File: config.mk
export PLATFORM = sky130hd
export DESIGN_NAME = pim_top
export DESIGN_NICKNAME = d
export VERILOG_FILES = /design/src/core/pim_sticky.v /design/src/core/pim_sync.v /design/src/core/pim_top.v
export VERILOG_INCLUDE_DIRS = /design/src /design/src/core
export SDC_FILE = /design/constraint.sdc
export NUM_CORES = 1
export LEC_CHECK = 0
export BUFFER_PORTS_ARGS = -buffer_cell sky130_fd_sc_hd__buf_2
export CAP_MARGIN = 5
export CORE_UTILIZATION = 35
export DETAILED_ROUTE_END_ITERATION = 12
export PLACE_DENSITY = 0.53
export SLEW_MARGIN = 25
export SYNTH_ARGS = -nofsm -noshare
export SYNTH_HDL_FRONTEND = slang
export SYNTH_HIERARCHICAL = 1
export SYNTH_SLANG_ARGS = --single-unit
export TNS_END_PERCENT = 30
File: constraint.sdc
create_clock -name I_MCLK -period 3.4 [get_ports I_MCLK]
set_clock_uncertainty 0.05 [all_clocks]
set_input_delay 0.17 -clock I_MCLK [delete_from_list [all_inputs] [get_ports I_MCLK]]
set_output_delay 0.17 -clock I_MCLK [all_outputs]
set_load 0.05 [all_outputs]
File: src/core/pim_regs.vh
// register indices, field positions, reset values and write masks for the mask block
`ifndef PIM_REGS_VH
`define PIM_REGS_VH

// register indices; the byte address on the bus is four times the index
`define PIM_IDX_TOP_MASK      8'h07
`define PIM_IDX_BT_MASK       8'h08
`define PIM_IDX_ONOFF_MASK    8'h09
`define PIM_IDX_BUCK_MASK     8'h0a
`define PIM_IDX_BT_STAT       8'h10
`define PIM_IDX_ONOFF_STAT    8'h11
`define PIM_IDX_BUCK_STAT     8'h12

// reset values
`define PIM_RST_TOP_MASK      8'h02
`define PIM_RST_BT_MASK       8'h02
`define PIM_RST_ONOFF_MASK    8'h3f
`define PIM_RST_BUCK_MASK     8'hff

// bits that hold storage; every other bit is reserved
`define PIM_WMASK_TOP         8'hfb
`define PIM_WMASK_BT          8'h07
`define PIM_WMASK_ONOFF       8'h3f
`define PIM_WMASK_BUCK        8'hff

// top mask register fields
`define PIM_TOP_ALL_SRC_BIT   0
`define PIM_TOP_ONOFF_BIT     1
`define PIM_TOP_SD_BIT        6
`define PIM_TOP_GRES_BIT      7

// battery and temperature mask fields
`define PIM_BT_BATT_RST_BIT   2
`define PIM_BT_TEMP_A_BIT     1
`define PIM_BT_TEMP_B_BIT     0

// on/off mask fields
`define PIM_OO_AC_HIGH_BIT    5
`define PIM_OO_AC_LOW_BIT     4
`define PIM_OO_EN_RISE_BIT    3
`define PIM_OO_EN_FALL_BIT    2
`define PIM_OO_EN_HOLD_BIT    1
`define PIM_OO_MR_WARN_BIT    0

// group widths
`define PIM_BT_W              3
`define PIM_OO_W              6
`define PIM_BUCK_W            8

`endif

File: src/core/pim_sticky.v
// sticky event flags, cleared by writing one, set wins over clear
`timescale 1ns/10ps
`default_nettype none
module pim_sticky #(
	parameter W = 8
) (
	input  wire         i_clk,
	input  wire         i_rst_n,
	input  wire [W-1:0] i_set,
	input  wire [W-1:0] i_clr,
	output wire [W-1:0] o_flag
);
	reg  [W-1:0] flag_r;
	wire [W-1:0] flag_nxt;

	// a set in the clearing cycle survives so no event is lost
	assign flag_nxt = (flag_r & ~i_clr) | i_set;

	always @(posedge i_clk or negedge i_rst_n) begin
		if (!i_rst_n) begin
			flag_r <= {W{1'b0}};
		end else begin
			flag_r <= flag_nxt;
		end
	end

	assign o_flag = flag_r;
endmodule // pim_sticky
`default_nettype wire

File: src/core/pim_sync.v
// two-flop synchroniser with rising-edge pulse per bit
`timescale 1ns/10ps
`default_nettype none
module pim_sync #(
	parameter W = 8
) (
	input  wire         i_clk,
	input  wire         i_rst_n,
	input  wire [W-1:0] i_async,
	output wire [W-1:0] o_rise
);
	reg [W-1:0] meta_r;
	reg [W-1:0] sync_r;
	reg [W-1:0] prev_r;

	// first stage feeds only the second; edge taken from later stages
	always @(posedge i_clk or negedge i_rst_n) begin
		if (!i_rst_n) begin
			meta_r <= {W{1'b0}};
			sync_r <= {W{1'b0}};
			prev_r <= {W{1'b0}};
		end else begin
			meta_r <= i_async;
			sync_r <= meta_r;
			prev_r <= sync_r;
		end
	end

	// one-cycle pulse on each low-to-high change
	assign o_rise = sync_r & ~prev_r;
endmodule // pim_sync
`default_nettype wire

File: src/core/pim_top.v
// interrupt mask registers, event flags and interrupt pin gating with apb access
//
// Summary of operation
// - the all-source mask bit 0 of the top mask blocks every source from the interrupt pin.
// - the global-resource mask blocks only the battery and temperature group from the pin.
// - reserved mask bits do nothing, ignore writes and read back as zero.
// - index 0x08 holds battery-reset (bit 2), temp alarm a (bit 1), temp alarm b (bit 0).
// - after reset index 0x08 reads temp alarm a set, all other bits clear.
// - index 0x09 holds six on/off masks, bits 5 down to 0, each resetting to one.
// - the manual-reset warning mask at bit 0 of index 0x09 gates that warning.
// - index 0x0a holds eight buck fault masks, buck a at bit 7 to buck d at bit 0, reset one.
// - a masked buck fault still sets its flag but raises no power-good irq and no power-down.
`timescale 1ns/10ps
`default_nettype none
`include "pim_regs.vh"
module pim_top (
	input  wire                   I_MCLK,
	input  wire                   I_RESETN,
	input  wire                   I_PSEL,
	input  wire                   I_PENABLE,
	input  wire                   I_PWRITE,
	input  wire [9:0]             I_PADDR,
	input  wire [31:0]            I_PWDATA,
	output wire [31:0]            O_PRDATA,
	output wire                   O_PREADY,
	output wire                   O_PSLVERR,
	input  wire [`PIM_BT_W-1:0]   I_BT_EVT,
	input  wire [`PIM_OO_W-1:0]   I_ONOFF_EVT,
	input  wire [`PIM_BUCK_W-1:0] I_BUCK_FAULT,
	output wire                   O_IRQ_OUT_N,
	output wire                   O_POWER_GOOD_IRQ,
	output wire                   O_POWERDOWN_REQ
);
	// register select codes
	localparam [2:0] SEL_NONE   = 3'h0;
	localparam [2:0] SEL_TOP    = 3'h1;
	localparam [2:0] SEL_BT     = 3'h2;
	localparam [2:0] SEL_OO     = 3'h3;
	localparam [2:0] SEL_BUCK   = 3'h4;
	localparam [2:0] SEL_BT_ST  = 3'h5;
	localparam [2:0] SEL_OO_ST  = 3'h6;
	localparam [2:0] SEL_BUCK_ST = 3'h7;

	reg  [7:0]             top_mask_r;
	reg  [7:0]             top_mask_nxt;
	reg  [7:0]             battery_temp_irq_mask_r;
	reg  [7:0]             battery_temp_irq_mask_nxt;
	reg  [7:0]             on_off_irq_mask_r;
	reg  [7:0]             on_off_irq_mask_nxt;
	reg  [7:0]             buck_fault_irq_mask_r;
	reg  [7:0]             buck_fault_irq_mask_nxt;
	reg  [31:0]            prdata_r;
	reg  [31:0]            prdata_nxt;
	reg                    irq_r;
	reg                    irq_nxt;
	reg                    pgood_r;
	reg                    pgood_nxt;
	reg                    pdown_r;
	reg                    pdown_nxt;
	wire [`PIM_BT_W-1:0]   bt_rise;
	wire [`PIM_OO_W-1:0]   oo_rise;
	wire [`PIM_BUCK_W-1:0] buck_rise;
	wire [`PIM_BT_W-1:0]   bt_flag;
	wire [`PIM_OO_W-1:0]   oo_flag;
	wire [`PIM_BUCK_W-1:0] buck_flag;
	wire [2:0]             sel;
	wire                   setup_ph;
	wire                   wr_acc;
	wire [7:0]             wbyte;
	wire                   all_src_mask;
	wire                   global_resource_mask;
	wire                   top_sd_mask;
	wire                   top_onoff_mask;
	wire                   main_batt_reset_mask;
	wire                   temp_alarm_a_mask;
	wire                   temp_alarm_b_mask;
	wire                   manual_reset_warn_mask;
	wire [`PIM_BT_W-1:0]   bt_live;
	wire [`PIM_OO_W-1:0]   oo_live;
	wire [`PIM_BUCK_W-1:0] buck_live;
	wire                   bt_grp;
	wire                   oo_grp;
	wire                   buck_grp;

	// map a byte address onto a register select; unaligned or unknown gives none
	function [2:0] reg_sel;
		input [9:0] addr;
		begin
			if (addr[1:0] != 2'b00) begin
				reg_sel = SEL_NONE;
			end else begin
				case (addr[9:2])
					`PIM_IDX_TOP_MASK:   reg_sel = SEL_TOP;
					`PIM_IDX_BT_MASK:    reg_sel = SEL_BT;
					`PIM_IDX_ONOFF_MASK: reg_sel = SEL_OO;
					`PIM_IDX_BUCK_MASK:  reg_sel = SEL_BUCK;
					`PIM_IDX_BT_STAT:    reg_sel = SEL_BT_ST;
					`PIM_IDX_ONOFF_STAT: reg_sel = SEL_OO_ST;
					`PIM_IDX_BUCK_STAT:  reg_sel = SEL_BUCK_ST;
					default:             reg_sel = SEL_NONE;
				endcase
			end
		end
	endfunction

	// merge a write into a mask register, keeping reserved bits at zero
	function [7:0] mask_wr;
		input [7:0] data;
		input [7:0] wmask;
		begin
			mask_wr = data & wmask;
		end
	endfunction

	// event inputs arrive from analog monitors, so synchronise first
	// limitation: an event level shorter than one clock may be missed
	pim_sync #(.W(`PIM_BT_W)) u_sync_bt (
		.i_clk   (I_MCLK),
		.i_rst_n (I_RESETN),
		.i_async (I_BT_EVT),
		.o_rise  (bt_rise)
	);

	pim_sync #(.W(`PIM_OO_W)) u_sync_oo (
		.i_clk   (I_MCLK),
		.i_rst_n (I_RESETN),
		.i_async (I_ONOFF_EVT),
		.o_rise  (oo_rise)
	);

	pim_sync #(.W(`PIM_BUCK_W)) u_sync_buck (
		.i_clk   (I_MCLK),
		.i_rst_n (I_RESETN),
		.i_async (I_BUCK_FAULT),
		.o_rise  (buck_rise)
	);

	// apb phases and the register under access
	assign sel      = reg_sel(I_PADDR);
	assign setup_ph = I_PSEL & ~I_PENABLE;
	assign wr_acc   = I_PSEL & I_PENABLE & I_PWRITE;
	assign wbyte    = I_PWDATA[7:0];

	// status flags, write one to clear
	pim_sticky #(.W(`PIM_BT_W)) u_flag_bt (
		.i_clk   (I_MCLK),
		.i_rst_n (I_RESETN),
		.i_set   (bt_rise),
		.i_clr   ((wr_acc && sel == SEL_BT_ST) ? wbyte[`PIM_BT_W-1:0] : {`PIM_BT_W{1'b0}}),
		.o_flag  (bt_flag)
	);

	pim_sticky #(.W(`PIM_OO_W)) u_flag_oo (
		.i_clk   (I_MCLK),
		.i_rst_n (I_RESETN),
		.i_set   (oo_rise),
		.i_clr   ((wr_acc && sel == SEL_OO_ST) ? wbyte[`PIM_OO_W-1:0] : {`PIM_OO_W{1'b0}}),
		.o_flag  (oo_flag)
	);

	pim_sticky #(.W(`PIM_BUCK_W)) u_flag_buck (
		.i_clk   (I_MCLK),
		.i_rst_n (I_RESETN),
		.i_set   (buck_rise),
		.i_clr   ((wr_acc && sel == SEL_BUCK_ST) ? wbyte : {`PIM_BUCK_W{1'b0}}),
		.o_flag  (buck_flag)
	);

	// next mask values; only an access-phase write to a mapped mask moves one
	always @* begin
		top_mask_nxt              = top_mask_r;
		battery_temp_irq_mask_nxt = battery_temp_irq_mask_r;
		on_off_irq_mask_nxt       = on_off_irq_mask_r;
		buck_fault_irq_mask_nxt   = buck_fault_irq_mask_r;
		if (wr_acc) begin
			case (sel)
				SEL_TOP:  top_mask_nxt              = mask_wr(wbyte, `PIM_WMASK_TOP);
				SEL_BT:   battery_temp_irq_mask_nxt = mask_wr(wbyte, `PIM_WMASK_BT);
				SEL_OO:   on_off_irq_mask_nxt       = mask_wr(wbyte, `PIM_WMASK_ONOFF);
				SEL_BUCK: buck_fault_irq_mask_nxt   = mask_wr(wbyte, `PIM_WMASK_BUCK);
				// status and unmapped places leave the masks alone
				default:  top_mask_nxt              = top_mask_r;
			endcase
		end
	end

	// mask registers; kept writable, else the gating could never be opened
	always @(posedge I_MCLK or negedge I_RESETN) begin
		if (!I_RESETN) begin
			top_mask_r              <= `PIM_RST_TOP_MASK;
			// temp alarm a masked, rest clear
			battery_temp_irq_mask_r <= `PIM_RST_BT_MASK;
			on_off_irq_mask_r       <= `PIM_RST_ONOFF_MASK;
			buck_fault_irq_mask_r   <= `PIM_RST_BUCK_MASK;
		end else begin
			top_mask_r              <= top_mask_nxt;
			battery_temp_irq_mask_r <= battery_temp_irq_mask_nxt;
			on_off_irq_mask_r       <= on_off_irq_mask_nxt;
			buck_fault_irq_mask_r   <= buck_fault_irq_mask_nxt;
		end
	end

	// read data captured in the setup cycle so it is stable in the access cycle
	always @* begin
		prdata_nxt = 32'h0000_0000;
		case (sel)
			SEL_TOP:     prdata_nxt[7:0] = top_mask_r;
			SEL_BT:      prdata_nxt[7:0] = battery_temp_irq_mask_r;
			SEL_OO:      prdata_nxt[7:0] = on_off_irq_mask_r;
			SEL_BUCK:    prdata_nxt[7:0] = buck_fault_irq_mask_r;
			SEL_BT_ST:   prdata_nxt[`PIM_BT_W-1:0] = bt_flag;
			SEL_OO_ST:   prdata_nxt[`PIM_OO_W-1:0] = oo_flag;
			SEL_BUCK_ST: prdata_nxt[`PIM_BUCK_W-1:0] = buck_flag;
			default:     prdata_nxt = 32'h0000_0000;
		endcase
	end

	// a flag set between setup and access shows on the next read only
	always @(posedge I_MCLK or negedge I_RESETN) begin
		if (!I_RESETN) begin
			prdata_r <= 32'h0000_0000;
		end else if (setup_ph) begin
			prdata_r <= prdata_nxt;
		end
	end

	// zero wait states; unmapped addresses answer with an error
	// limitation: no back-pressure, every access phase lasts one cycle
	assign O_PREADY  = 1'b1;
	assign O_PSLVERR = I_PSEL & I_PENABLE & (sel == SEL_NONE);
	assign O_PRDATA  = prdata_r;

	// named mask fields
	assign all_src_mask           = top_mask_r[`PIM_TOP_ALL_SRC_BIT];
	assign global_resource_mask   = top_mask_r[`PIM_TOP_GRES_BIT];
	assign top_sd_mask            = top_mask_r[`PIM_TOP_SD_BIT];
	assign top_onoff_mask         = top_mask_r[`PIM_TOP_ONOFF_BIT];
	assign main_batt_reset_mask   = battery_temp_irq_mask_r[`PIM_BT_BATT_RST_BIT];
	assign temp_alarm_a_mask      = battery_temp_irq_mask_r[`PIM_BT_TEMP_A_BIT];
	assign temp_alarm_b_mask      = battery_temp_irq_mask_r[`PIM_BT_TEMP_B_BIT];
	assign manual_reset_warn_mask = on_off_irq_mask_r[`PIM_OO_MR_WARN_BIT];

	// a one in a mask hides its source
	assign bt_live[`PIM_BT_BATT_RST_BIT] = bt_flag[`PIM_BT_BATT_RST_BIT] & ~main_batt_reset_mask;
	assign bt_live[`PIM_BT_TEMP_A_BIT]   = bt_flag[`PIM_BT_TEMP_A_BIT] & ~temp_alarm_a_mask;
	assign bt_live[`PIM_BT_TEMP_B_BIT]   = bt_flag[`PIM_BT_TEMP_B_BIT] & ~temp_alarm_b_mask;

	// warning gated by its own mask
	assign oo_live[`PIM_OO_MR_WARN_BIT] = oo_flag[`PIM_OO_MR_WARN_BIT] & ~manual_reset_warn_mask;
	assign oo_live[`PIM_OO_W-1:1]       = oo_flag[`PIM_OO_W-1:1]
	                                      & ~on_off_irq_mask_r[`PIM_OO_W-1:1];

	assign buck_live = buck_flag & ~buck_fault_irq_mask_r;
	// top sd mask gates only the pin; power-good and power-down see the buck masks

	// global-resource mask hits only this group
	assign bt_grp   = (|bt_live) & ~global_resource_mask;
	assign oo_grp   = (|oo_live) & ~top_onoff_mask;
	assign buck_grp = (|buck_live) & ~top_sd_mask;

	always @* begin
		irq_nxt = (bt_grp | oo_grp | buck_grp) & ~all_src_mask;
	end

	// power-good irq follows any unmasked fault flag
	always @* begin
		pgood_nxt = |buck_live;
	end

	// power-down only for a new unmasked fault edge
	// unmasking an old flag later does not request, so a stale fault cannot power down
	always @* begin
		pdown_nxt = |(buck_rise & ~buck_fault_irq_mask_r);
	end

	// pin and fault outputs registered to keep glitches off the pins
	always @(posedge I_MCLK or negedge I_RESETN) begin
		if (!I_RESETN) begin
			irq_r   <= 1'b0;
			pgood_r <= 1'b0;
			pdown_r <= 1'b0;
		end else begin
			irq_r   <= irq_nxt;
			// power-good and power-down held off by the buck masks
			pgood_r <= pgood_nxt;
			pdown_r <= pdown_nxt;
		end
	end

	// active-low pin, so reset leaves it high and idle
	assign O_IRQ_OUT_N      = ~irq_r;
	assign O_POWER_GOOD_IRQ = pgood_r;
	assign O_POWERDOWN_REQ  = pdown_r;
endmodule // pim_top
`default_nettype wire

==> reports/metrics.yaml <==
cp_max_fo: 8
yosys.cell_types.count: 57
syn_area_per_cell_um2: 11.7
hpwl_um: 7330
drive_above_1_share_pct: 28.9
critPathKind: "input port to register"
ioPinCount: 101
worst_hold_path_type: "input port to register"
rows: 42
antenna_cells: 0
slew_headroom_pct: 40.1
grt_max_degree: 72
irDropWorstVdd_v: 0.000206
pwr_density_cell_nw_per_um2: 467
synth_warnings: 6
fp.coreArea_um2: 13200
port_buffers: 51
syn-cell-area_um2: 4720
status: "finished clean"
power_frac_seq_pct: 48.8
drt_wl_total_um: 10100
cts_setup_buffers: 0
synth_top_area_cell: "dfrtp_1"
synth_top_cells_by_area: "dfrtp_1 (46%), dfstp_2 (8.9%), mux2_2 (5.7%), nor2b_4 (5.0%), buf_4 (4.0%)"
drcViolationCount: 0
tritoncts: "done"
wl_per_cell_um: 15.3
switchingPower_mw: 0.621
cts_buffers: 9
synth_edf_count: 0
arrival_ns: 2.29
clk_pin_slew_ns: 0.07
synthArstFlopShare_pct: 100
dpl_cell_area_um2: 5100
clkLatencyLatePin_ns: 0.35
root_buffer: "clkbuf_16"
fin_ws_ns: 1.34
start_kind: "input port"
total_power_mw: 2.62
h-tree-depth: 3
antenna_found_initial: 0
fin_area_um2: 5610
via_count: 3100
grt_pass1_vias: 3050
drt_iter0_markers: 196
highest_layer: "met4"
synth_top_area_share_pct: 46.1
setup_viol: 0
fin_tns_setup_ns: 0
wl_met3_um: 543
die_height_um: 118
synth-seq-cells: 103
gp_congestion: 0.820
critPathTopFamily: "simple AND/OR/NAND/NOR gates"
multiInputGateArea_um2: 1820
pre_cts_ws_ns: 1.00
period_needed_ns: 2.06
pwr-share-clk_pct: 43.0
comb_power_share_pct: 8.3
critPathSlowestCell: "nor3_1"
maxSlewViolCount: 0
fill_cells: 1255
tightestPinTransition_ns: 0.899
finalNonFillerCells: 657
worstPathRequired_ns: 3.63
synth_flop_cell: "dfrtp_1"
drt-met1-wl_um: 4780
p_int_mw: 2.00
critPathBufInv: 1
drtAntennaViolNets: 0
max_stage_delay_ns: 0.49
firstDrtPassIters: 4
max_freq_mhz: 485
cts_num_sinks: 103
maxCapViolations: 0
overflow: 0
start_util_pct: 35.8
mostFrequentLayoutCells: "dfrtp_1 (87), buf_2 (50), inv_1 (46), conb_1 (25), mux2_2 (24)"
period_share_pct: 60.6
area_growth_pct: 18.7
sw_frac_of_total_pct: 23.7
fin_nets: 540
track_usage_pct: 15.9
grt_pass1_wl_um: 16500
synthCells: 404
leakagePower_nw: 2.45
clock_path_buffers: 2
regArea_um2: 2600
ys_seq_area_share_pct: 55.0
crit_chain: "buf_2 > nor3_2 > nand2_1 > nor3_1 > nand2b_1 > mux2_2"
post-place-cells: 623
via_per_inst: 4.72
whs_ns: 0.0423
end_kind: "register"
finalHoldViolCount: 0
rsz0062_at_grt: "false"
final_common_cell: "dfrtp_1"
wl_met2_um: 4610
fin_util_pct: 42.5
die_x_um: 118
dieArea_um2: 14000
Yosys cell counts, types with 3 or more instances:
| cell type | number |
|---|---|
| nor3_1 | 3 |
| nor2b_4 | 17 |
| mux2_2 | 24 |
| a31oi_1 | 6 |
| mux2i_1 | 6 |
| nand2b_1 | 7 |
| buf_4 | 25 |
| and2_1 | 20 |
| nand2_1 | 21 |
| nor2_1 | 10 |
| a21oi_1 | 10 |
| inv_1 | 46 |
| a222oi_1 | 4 |
| dfstp_2 | 16 |
| a21o_1 | 17 |
| nand4bb_1 | 3 |
| a22o_1 | 3 |
| o22ai_1 | 9 |
| o21ai_0 | 14 |
| dfrtp_1 | 87 |
| clkbuf_1 | 6 |
final timing paths:
path | from | end | slack, ns | depth (start not counted)
max in group asynchronous | I_RESETN | battery_temp_irq_mask_r[1] | 2.11 | 3
worst min-delay path | I_PWDATA[6] | buck_fault_irq_mask_r[6] | 0.04 | 2
worst min register to register | u_sync_oo/meta_r[2] | u_sync_oo/sync_r[2] | 0.29 | 0
worst max register to register | buck_fault_irq_mask_r[5] | irq_r | 1.62 | 5
worst max-delay path | I_PADDR[7] | buck_fault_irq_mask_r[4] | 1.34 | 6
min in group asynchronous | I_RESETN | u_sync_buck/meta_r[3] | 0.43 | 2
power by group through the flow:
stage	registers (mW)	logic [mW]	clock network (mW)
6_report	1.28	0.216	1.13
5_1_grt	1.28	0.236	1.22
4_1_cts	1.28	0.218	1.16
3_5_place_dp	1.30	0.202	0
3_3_place_gp	1.30	0.200	0
2_1_floorplan	1.30	0.148	0
cell type report:
cell class | count | share of cell area, %
multi-input cells | 245 | 32.5
repair buffers | 71 | 8.30
well taps | 176 | 3.93
inverters | 46 | 3.08
clock inverters | 6 | 1.65
clock buffers | 10 | 4.26
flip-flops and latches | 103 | 46.3
sequential cells by signal (all words and copies together), names as in the netlist, 6 cells and up:
register and count:
buck_fault_irq_mask_r 8, u_sync_buck/prev_r 8, O_PRDATA 8, u_sync_oo/prev_r 6
u_sync_oo/sync_r 6, u_sync_buck/meta_r 8, u_flag_buck/o_flag 8, u_sync_oo/meta_r 6
top_mask_r 7, u_sync_buck/sync_r 8, u_flag_oo/o_flag 6, on_off_irq_mask_r 6
layer usage:
metal,track usage (%),up-vias
met2,24.1,93
met1,20.9,1494
met5,0,-
met3,5.31,15
li1,-,1498
met4,6.17,0
logic make-up after synthesis:
family	Yosys count	share of synthesized area, %
muxes	30	6.99
xor gates and xnor gates	1	0.185
DFF	103	55.0
buffers and inverters	79	8.32
AOI/OAI and AO/OA	82	12.4
and+or+nand+nor	107	17.0
other	2	0.159
what timing repair did:
| action | 4_1_cts | 5_1_grt |
|---|---|---|
| endpoints found under the hold margin | 79 | 0 |
| resized for setup | 0 | 0 |
| endpoints found under the setup margin | 0 | 0 |
| hold buffers | 18 | 0 |
Note: power is estimated with default switching activity, not from simulation.
